==> src/hplw_params.svh <==
// Constants for the host port latch and write block
`ifndef HPLW_PARAMS_SVH
`define HPLW_PARAMS_SVH
`define HPLW_BUS_WIDTH        16
`define HPLW_MEM_ADDR_WIDTH   14
`define HPLW_CLK_PERIOD_PS    10000
`define HPLW_ACK_LOW_MIN_PS   15000
`define HPLW_ACK_LOW_MIN_CYC  ((`HPLW_ACK_LOW_MIN_PS + `HPLW_CLK_PERIOD_PS - 1) / `HPLW_CLK_PERIOD_PS)
`define HPLW_ADDR_RESET       16'h0000
`define HPLW_ACK_RESET        1'b0
`endif

==> src/hplw_pkg.sv <==
// Types for the host port latch and write block
package hplw_pkg;
  typedef enum logic [1:0] {
    HPLW_IDLE    = 2'b00,
    HPLW_LATCH   = 2'b01,
    HPLW_WRITE   = 2'b10,
    HPLW_READ    = 2'b11
  } hplw_state_t;

  typedef struct packed {
    logic        select_n;
    logic        latch;
    logic        write_n;
    logic        read_n;
    logic [15:0] bus;
  } hplw_pins_t;

  typedef struct packed {
    logic        valid;
    logic [13:0] addr;
    logic [15:0] data;
  } hplw_mem_write_t;
endpackage

==> src/hplw_host_port.sv <==
// Address latch and write side of the internal memory host port
//
// Summary of operation
// - Latch phase starts when select is low and latch strobe is high.
// - Latch phase ends when select rises or latch strobe falls.
// - Bus value at latch end is captured as the transfer address.
// - Access starts when select is low with write or read strobe low.
// - Write ends when select or write strobe rises; data word taken then.
// - Acknowledge goes high once a write starts, showing the port is busy.
// - Acknowledge returns low no sooner than 1.5 clock periods after write start.
// - Strobe ending before acknowledge low is short write, after is long write.
`timescale 1ns/1ns
`include "hplw_params.svh"

module hplw_host_port #(
  parameter int ADDR_WIDTH = `HPLW_MEM_ADDR_WIDTH
) (
  // Clock and reset
  input  wire logic                      mclk,
  input  wire logic                      reset,
  // Host pins
  input  wire logic                      host_port_select_n,
  input  wire logic                      host_address_latch_strobe,
  input  wire logic                      host_write_strobe_n,
  input  wire logic                      host_read_strobe_n,
  input  wire logic [`HPLW_BUS_WIDTH-1:0] host_addr_data_bus,
  output logic                           host_port_acknowledge_n,
  // Internal memory write port
  output hplw_pkg::hplw_mem_write_t      mem_write,
  // Status
  output logic                           long_write,
  output logic                           read_start
);

  initial begin
    if (ADDR_WIDTH < 1 || ADDR_WIDTH > `HPLW_BUS_WIDTH) begin
      $error("ADDR_WIDTH out of range");
    end
  end

  localparam logic [3:0] ACK_CYC = 4'(`HPLW_ACK_LOW_MIN_CYC);

  // ----------------------------------------
  // Input synchronisers
  // ----------------------------------------
  hplw_pkg::hplw_pins_t pins_meta;
  hplw_pkg::hplw_pins_t pins;

  always_ff @(posedge mclk or posedge reset) begin
    if (reset) begin
      pins_meta <= '{select_n: 1'b1, latch: 1'b0, write_n: 1'b1, read_n: 1'b1, bus: 16'h0000};
      pins      <= '{select_n: 1'b1, latch: 1'b0, write_n: 1'b1, read_n: 1'b1, bus: 16'h0000};
    end else begin
      pins_meta <= '{select_n: host_port_select_n, latch: host_address_latch_strobe,
                     write_n: host_write_strobe_n, read_n: host_read_strobe_n, bus: host_addr_data_bus};
      pins      <= pins_meta;
    end
  end

  // ----------------------------------------
  // Phase decode
  // ----------------------------------------
  logic latch_on;
  logic write_on;
  logic read_on;
  assign latch_on = !pins.select_n && pins.latch;
  assign write_on = !pins.select_n && !pins.write_n;
  assign read_on  = !pins.select_n && !pins.read_n;

  hplw_pkg::hplw_state_t state;
  logic [ADDR_WIDTH-1:0] addr;
  logic [3:0]            ack_cnt;
  logic                  latch_end;
  logic                  write_end;
  logic                  write_start;
  logic                  ack_seen_meta;
  logic                  ack_seen;

  // ----------------------------------------
  // Phase end decode
  // ----------------------------------------
  // True in the cycle a phase is seen to have ended
  function automatic logic phase_done(
    input hplw_pkg::hplw_state_t cur,
    input hplw_pkg::hplw_state_t want,
    input logic                  still_on
  );
    phase_done = (cur == want) && !still_on;
  endfunction

  assign latch_end   = phase_done(state, hplw_pkg::HPLW_LATCH, latch_on);
  assign write_end   = phase_done(state, hplw_pkg::HPLW_WRITE, write_on);
  assign write_start = state == hplw_pkg::HPLW_IDLE && !latch_on && write_on;

  always_ff @(posedge mclk or posedge reset) begin
    if (reset) begin
      state <= hplw_pkg::HPLW_IDLE;
    end else begin
      unique case (state)
        hplw_pkg::HPLW_IDLE: begin
          if (latch_on) begin
            state <= hplw_pkg::HPLW_LATCH;
          end else if (write_on) begin
            state <= hplw_pkg::HPLW_WRITE;
          end else if (read_on) begin
            state <= hplw_pkg::HPLW_READ;
          end
        end
        hplw_pkg::HPLW_LATCH: begin
          if (!latch_on) begin
            state <= hplw_pkg::HPLW_IDLE;
          end
        end
        hplw_pkg::HPLW_WRITE: begin
          if (!write_on) begin
            state <= hplw_pkg::HPLW_IDLE;
          end
        end
        hplw_pkg::HPLW_READ: begin
          if (!read_on) begin
            state <= hplw_pkg::HPLW_IDLE;
          end
        end
      endcase
    end
  end

  // ----------------------------------------
  // Address latch and advance
  // ----------------------------------------
  always_ff @(posedge mclk or posedge reset) begin
    if (reset) begin
      addr <= ADDR_WIDTH'(`HPLW_ADDR_RESET);
    end else if (latch_end) begin
      addr <= pins.bus[ADDR_WIDTH-1:0];
    end else if (write_end) begin
      addr <= addr + ADDR_WIDTH'(1);
    end
  end

  // ----------------------------------------
  // Acknowledge count
  // ----------------------------------------
  always_ff @(posedge mclk or posedge reset) begin
    if (reset) begin
      ack_cnt <= 4'h0;
    end else if (write_start) begin
      ack_cnt <= 4'h1;
    end else if (host_port_acknowledge_n && ack_cnt < ACK_CYC) begin
      ack_cnt <= ack_cnt + 4'h1;
    end
  end

  // ----------------------------------------
  // Acknowledge line
  // ----------------------------------------
  always_ff @(posedge mclk or posedge reset) begin
    if (reset) begin
      host_port_acknowledge_n <= `HPLW_ACK_RESET;
    end else if (write_start) begin
      host_port_acknowledge_n <= 1'b1;
    end else if (host_port_acknowledge_n && ack_cnt >= ACK_CYC) begin
      host_port_acknowledge_n <= 1'b0;
    end
  end

  // ----------------------------------------
  // Acknowledge history
  // ----------------------------------------
  // Delays ack by the synchroniser depth so a strobe end is judged
  // against the ack level the host saw when it let go
  always_ff @(posedge mclk or posedge reset) begin
    if (reset) begin
      ack_seen_meta <= `HPLW_ACK_RESET;
      ack_seen      <= `HPLW_ACK_RESET;
    end else begin
      ack_seen_meta <= host_port_acknowledge_n;
      ack_seen      <= ack_seen_meta;
    end
  end

  // ----------------------------------------
  // Memory write
  // ----------------------------------------
  always_ff @(posedge mclk or posedge reset) begin
    if (reset) begin
      mem_write <= '0;
    end else begin
      mem_write.valid <= 1'b0;
      if (write_end) begin
        mem_write.valid <= 1'b1;
        mem_write.addr  <= 14'(addr);
        mem_write.data  <= pins.bus;
      end
    end
  end

  // ----------------------------------------
  // Write kind
  // ----------------------------------------
  always_ff @(posedge mclk or posedge reset) begin
    if (reset) begin
      long_write <= 1'b0;
    end else if (write_end) begin
      long_write <= !ack_seen;
    end
  end

  // ----------------------------------------
  // Read start
  // ----------------------------------------
  always_ff @(posedge mclk or posedge reset) begin
    if (reset) begin
      read_start <= 1'b0;
    end else begin
      read_start <= state == hplw_pkg::HPLW_IDLE && !latch_on && !write_on && read_on;
    end
  end

endmodule

==> config.mk <==
export PLATFORM = sky130hd
export DESIGN_NAME = hplw_host_port
export DESIGN_NICKNAME = d
export VERILOG_FILES = /design/src/hplw_pkg.sv /design/src/hplw_host_port.sv
export VERILOG_INCLUDE_DIRS = /design/src
export SDC_FILE = /design/constraint.sdc
export NUM_CORES = 1
export LEC_CHECK = 0
export BUFFER_PORTS_ARGS = -buffer_cell sky130_fd_sc_hd__buf_4
export CAP_MARGIN = 15
export CORE_MARGIN = 10
export CORE_UTILIZATION = 59
export DETAILED_ROUTE_END_ITERATION = 8
export PLACE_DENSITY_LB_ADDON = 0.3
export SYNTH_ARGS = -nofsm -noshare
export SYNTH_HDL_FRONTEND = slang
export SYNTH_SLANG_ARGS = --single-unit
export TNS_END_PERCENT = 5
==> constraint.sdc <==
create_clock -name mclk -period 4.2 [get_ports mclk]
set_input_delay 0.21 -clock mclk [delete_from_list [all_inputs] [get_ports mclk]]
set_output_delay 0.21 -clock mclk [all_outputs]
set_load 0.02 [all_outputs]
After elaboration in Yosys (flattened, before gate mapping)
Cells that the tools add are included.
- flip-flop bits (word level): 96
- bits of input ports: 22
- output and inout port bits: 34
- logic and storage cells: 68
- $add $sub $neg: 2
- magnitude comparators: 2
- eq/ne operators: 7
- mux-type cells: 14
- reduce and logical (&&, ||, !) cells: 22
- operators by type and width (cell ; count):
    $mux W31 ; 1
    $mux W14 ; 2
    $add A14 B1 Y14 const B ; 1
    $mux W2 ; 6
    $logic_and A1 B1 Y1 ; 11
    $mux W4 ; 2
    $pmux W2 S4 ; 1
    $logic_not A1 Y1 ; 6
    $ne A2 B2 Y1 const B ; 3
    $reduce_bool A2 Y1 ; 3
    $add A4 B1 Y4 const B ; 1
    $eq A2 B2 Y1 const B ; 2
    $ge A4 B2 Y1 const B ; 1
    $lt A4 B2 Y1 const B ; 1
    $ne A4 B4 Y1 const B ; 1
    $reduce_and A4 Y1 ; 1
    $eq A2 B1 Y1 const B ; 1
    $logic_not A2 Y1 ; 1
    $mux W1 ; 2

Longest topological paths before layout
- depth after elaboration: 6
- gate-level depth with buffers: 7
- mapped depth without buffers: 5

Worst setup path before layout
OpenSTA, ideal clock, no wires.
- kind: reg2reg
- start: register addr[0]
- end: register addr[10]
- setup time: 0.087 ns
- arrival time: 1.569 ns
- data required time: 4.113 ns
- setup slack: 2.544 ns
- stages on the path, launching flop included: 6
- path buffers: 0
- clock period less this slack: 1.656 ns
- cell sequence: dfrtp_1 -> ha_1 -> inv_1 -> or4_1 -> or3_1 -> o211ai_1
- cells in the longest elaborated chain, start to end: 3
- RTL lines (element ; line ; text):
    from (decl) ; hplw_host_port.sv:71 ; logic [ADDR_WIDTH-1:0] addr;
    from (signal assigned) ; hplw_host_port.sv:133 ; addr <= ADDR_WIDTH'(`HPLW_ADDR_RESET);
    from (signal assigned) ; hplw_host_port.sv:135 ; addr <= pins.bus[ADDR_WIDTH-1:0];
    from (signal assigned) ; hplw_host_port.sv:137 ; addr <= addr + ADDR_WIDTH'(1);
    $add A14 B1 Y14 ; hplw_host_port.sv:137 ;
    $mux W14 ; hplw_host_port.sv:136 ; end else if (write_end) begin
    $mux W14 ; hplw_host_port.sv:134 ; end else if (latch_end) begin
Every way passes these cells. The select of a mux whose other input is x is not followed.
A chain may end at the register's enable or synchronous reset.

Final worst setup path
- start: register state[0]
- end: register addr[3]
- cells in the longest elaborated chain, start to end: 3
- elaborated cells between the ends (all ways): 6
- those cells by class: eq/ne (2); mux (1); reduce/logical (3)
- RTL lines (element ; line ; text):
    from (decl) ; hplw_host_port.sv:70 ; hplw_pkg::hplw_state_t state;
    from (signal assigned) ; hplw_host_port.sv:97 ; state <= hplw_pkg::HPLW_IDLE;
    from (signal assigned) ; hplw_host_port.sv:102 ; state <= hplw_pkg::HPLW_LATCH;
    from (signal assigned) ; hplw_host_port.sv:104 ; state <= hplw_pkg::HPLW_WRITE;
    $eq A2 B1 Y1 / $eq A2 B2 Y1 (equally long branches) ; hplw_host_port.sv:88 ; phase_done = (cur == want) && !still_on;
    $logic_and A1 B1 Y1 ; hplw_host_port.sv:88 ;
    $mux W14 / $reduce_bool A2 Y1 (equally long branches) ; n/a ;
Several ways; a longest one is shown, not always the timed one.

==> results_tabular.tex <==
\begin{tabular}{lr}
\hline
Metric & Value \\
\hline
\multicolumn{2}{l}{\textbf{Yosys}} \\
Number of nets in the synthesized netlist & 331 \\
Main synth FF type & sky130\_fd\_sc\_hd\_\_dfrtp\_1 \\
Avg Cell Area, Syn & 11.4 um2 \\
Share of the synthesized area in the top cell type & 64.7\% \\
Leading post-synthesis cells by cell area & sky130\_fd\_sc\_hd\_\_dfrtp\_1 (65\%), sky130\_fd\_sc\_hd\_\_nand2\_1 (9.9\%), sky130\_fd\_sc\_hd\_\_dfstp\_2 (4.5\%) \\
Cell count after synthesis & 306 \\
Proportion of register bits with asynchronous set or reset after synthesis & 100\% \\
Yosys reg bits & 96 \\
Number of distinct library cells after synthesis & 42 \\
Area of the mapped netlist & 3480 um2 \\
Portion of the post-synthesis area used by sequential elements & 69.3\% \\
Library cell with the largest summed area after synthesis & sky130\_fd\_sc\_hd\_\_dfrtp\_1 \\
Count of flip-flops with a built-in enable after synthesis & 0 \\
Number of warnings printed during yosys synthesis & 0 \\
\multicolumn{2}{l}{\textbf{Timing}} \\
Max-slew violation count & 0 \\
Count of final hold-check violations & 0 \\
Highest clock frequency the design can meet & 0.398 GHz \\
Unrepaired setup endpoints after global routing & false \\
Worst relative slew slack & 28.8\% \\
Final worst clock skew & 0.00664 ns \\
Slew of the pin with the lowest slew margin & 1.06 ns \\
Tcrit/Tclk final & 59.8\% \\
Total Negative Setup Slacks & 0 ns \\
Min Tclk post-route & 2.51 ns \\
Total setup violations reported at the end of the flow & 0 \\
Hold\_ws & 0.335 ns \\
\multicolumn{2}{l}{\textbf{Drt}} \\
Detailed-routing iteration count for the pre-antenna-repair pass & 4 \\
Number of vias after detailed routing & 2509 \\
Total routed wirelength & 7210 um \\
Average wire per standard cell & 15.7 um \\
Via-per-instance ratio & 5.45 \\
Number of nets with antenna violations after detailed routing & 0 \\
Remaining DRCs & 0 \\
First-iteration detailed-routing DRC count & 196 \\
\multicolumn{2}{l}{\textbf{Status}} \\
Result of the run & completed \\
\multicolumn{2}{l}{\textbf{Setup path}} \\
Worst endpoint data arrival time & 2.76 ns \\
Worst R2R Start & state[0] \\
Sort of element at the start of the critical path & flip-flop \\
Critical path origin & state[0] \\
CP Capture Type & flip-flop \\
Crit Path Class & flip-flop to flip-flop \\
CP Max Fanout & 55 \\
Worst endpoint required time & 4.45 ns \\
\multicolumn{2}{l}{\textbf{Layout}} \\
Synth-to-layout area growth & 26.3\% \\
Share of layout cells above drive strength 1 & 22.9\% \\
Commonest non-fill, non-tap cell in the layout & sky130\_fd\_sc\_hd\_\_nand2\_1 \\
Ant. Diodes & 0 \\
Net count, final & 408 \\
Most used cells in the layout excluding fill and tap cells & sky130\_fd\_sc\_hd\_\_nand2\_1 (92), sky130\_fd\_sc\_hd\_\_dfrtp\_1 (90), sky130\_fd\_sc\_hd\_\_buf\_4 (55) \\
\multicolumn{2}{l}{\textbf{Clock network}} \\
Clock buffer depth & 2 \\
Clock sinks & 96 \\
Register clock-pin slew on the reported worst setup and hold paths & 0.09 ns \\
Clock latency reported for the late side of the worst-skew pair & 0.36 ns \\
TritonCTS clock tree & done \\
Num CTS Buffers & 9 \\
Htree depth & 3 \\
Resized cells post-CTS & 0 \\
Clock tree root buffer cell & sky130\_fd\_sc\_hd\_\_clkbuf\_8 \\
\multicolumn{2}{l}{\textbf{GRT}} \\
Overall Global Routing Usage & 15.6\% \\
First-pass GRT wire length & 12100 um \\
Largest net degree at the start of global routing & 97 \\
Remaining global-route overflow & 0 \\
Initial antenna violation count & 0 \\
Via count of the first global-routing pass & 2507 \\
\multicolumn{2}{l}{\textbf{Placed design}} \\
IO Port Bufs & 55 \\
Gp weighted congestion & 0.880 \\
Detail Placement HPWL & 4640 um \\
\multicolumn{2}{l}{\textbf{Pwr}} \\
Power Density & 569 nW/um2 \\
Static leakage & 2.12 nW \\
Maximum resistive drop on vdd & 0.406 mV \\
\multicolumn{2}{l}{\textbf{Die}} \\
Width of the die & 96.8 um \\
Floorplan die area & 9370 um2 \\
Row count & 27 \\
Starting utilization of the core area & 62.0\% \\
Die height & 96.8 um \\
Floorplan core area & 5610 um2 \\
Count of boundary I/O pins & 56 \\
\multicolumn{2}{l}{\textbf{Hold path}} \\
Hold Path Class & input port to asynchronous set/reset pin \\
\multicolumn{2}{l}{\textbf{Flow run}} \\
Max Cap Viol & 0 \\
\hline
\end{tabular}
## final timing paths
path / end / slack [ns] / cells past startpoint
max in group asynchronous: pins[17] / 3.22 / 4
worst max register to register: addr[3] / 1.69 / 5
worst max-delay path: addr[3] / 1.69 / 5
worst min-delay path: mem_write[1] / 0.33 / 3
worst min register to register: pins[1] / 0.35 / 0
min in group mclk: pins[1] / 0.35 / 0
## sequential cells by signal (all words and copies together), names as in the netlist
signal                   count
ack_seen                     1
state                        2
pins_meta                   20
ack_cnt                      4
mem_write                   31
long_write                   1
ack_seen_meta                1
addr                        14
pins                        20
read_start                   1
host_port_acknowledge_n      1
## cell usage after synthesis (3+ instances only)
| library cell | n |
|---|---|
| sky130_fd_sc_hd__o21ai_0 | 15 |
| sky130_fd_sc_hd__nand2_1 | 92 |
| sky130_fd_sc_hd__nor2_1 | 13 |
| sky130_fd_sc_hd__nor3_1 | 10 |
| sky130_fd_sc_hd__inv_1 | 8 |
| sky130_fd_sc_hd__ha_1 | 3 |
| sky130_fd_sc_hd__dfstp_2 | 6 |
| sky130_fd_sc_hd__nand2b_1 | 3 |
| sky130_fd_sc_hd__dfrtp_1 | 90 |
| sky130_fd_sc_hd__nor4_1 | 3 |
| sky130_fd_sc_hd__a21oi_1 | 3 |
| sky130_fd_sc_hd__nand3_1 | 6 |
| sky130_fd_sc_hd__nand4_1 | 4 |
| sky130_fd_sc_hd__buf_2 | 9 |
| sky130_fd_sc_hd__a221o_1 | 8 |
## cell families (layout without fill, tap and decap cells)
kind of cell | count (synthesis) | in the layout | share of synthesized area, %
AO/OA/AOI/OAI | 39 | 39 | 8.16
flip-flops | 96 | 96 | 69.3
AND/OR/NAND/NOR | 146 | 146 | 18.5
XOR/XNOR | 2 | 2 | 0.504
adder cells (fa/ha/maj) | 3 | 3 | 1.08
buffers and inverters | 20 | 102 | 2.52
## worst max-delay path, cell delays in order (launching register included)
cell	delay [ns]
sky130_fd_sc_hd__dfrtp_1	0.42
sky130_fd_sc_hd__nand2b_1	0.14
sky130_fd_sc_hd__or2_2	0.74
sky130_fd_sc_hd__inv_2	0.50
sky130_fd_sc_hd__a21bo_2	0.31
sky130_fd_sc_hd__a221o_1	0.29
## through the flow
step	total power, W	std cells	util, %	setup WS [ns]	instance area [um2]
5_1_grt	0.00264	460	78.4	1.50	4400
2_1_floorplan	0.00157	306	-	1.49	3480
4_1_cts	0.00252	458	77.7	1.71	4360
3_3_place_gp	0.00181	422	70.1	1.80	3930
6_report	0.00250	460	78.4	1.69	4400
3_5_place_dp	0.00184	422	70.1	1.72	3930
## where the power goes
group | internal, W | leakage (nW) | switching [W]
Clock | 0.000341 | 0.110 | 0.000322
Sequential | 0.00110 | 1.17 | 0.000149
Combinational | 0.000256 | 0.842 | 0.000330
## layout make-up
| class | count | area, um2 |
|---|---|---|
| tap | 72 | 90.1 |
| sequential | 96 | 2410 |
| fill | 372 | 1210 |
| timing repair buffer | 77 | 651 |
| inverter | 9 | 36.3 |
| clock buffer | 9 | 124 |
| multi-input combinational | 190 | 982 |
| clock inverter | 7 | 103 |
## per-layer routing
| metal | part of all wire, % | up-vias | GRT usage (%) | routed length [um] |
|---|---|---|---|---|
| li1 | - | 1180 | - | - |
| met4 | 1.2 | 0 | 5.64 | 88 |
| met2 | 49 | 83 | 24.6 | 3540 |
| met5 | 0 | - | 0 | 0 |
| met3 | 7.7 | 8 | 5.89 | 553 |
| met1 | 42 | 1238 | 19.0 | 3030 |
## repair_timing
action / CTS / global route
buffers inserted: 0 / 0
endpoints found under the hold margin: 20 / 15
hold buffers: 20 / 1
No activity file was read; power rests on OpenSTA's default activity.
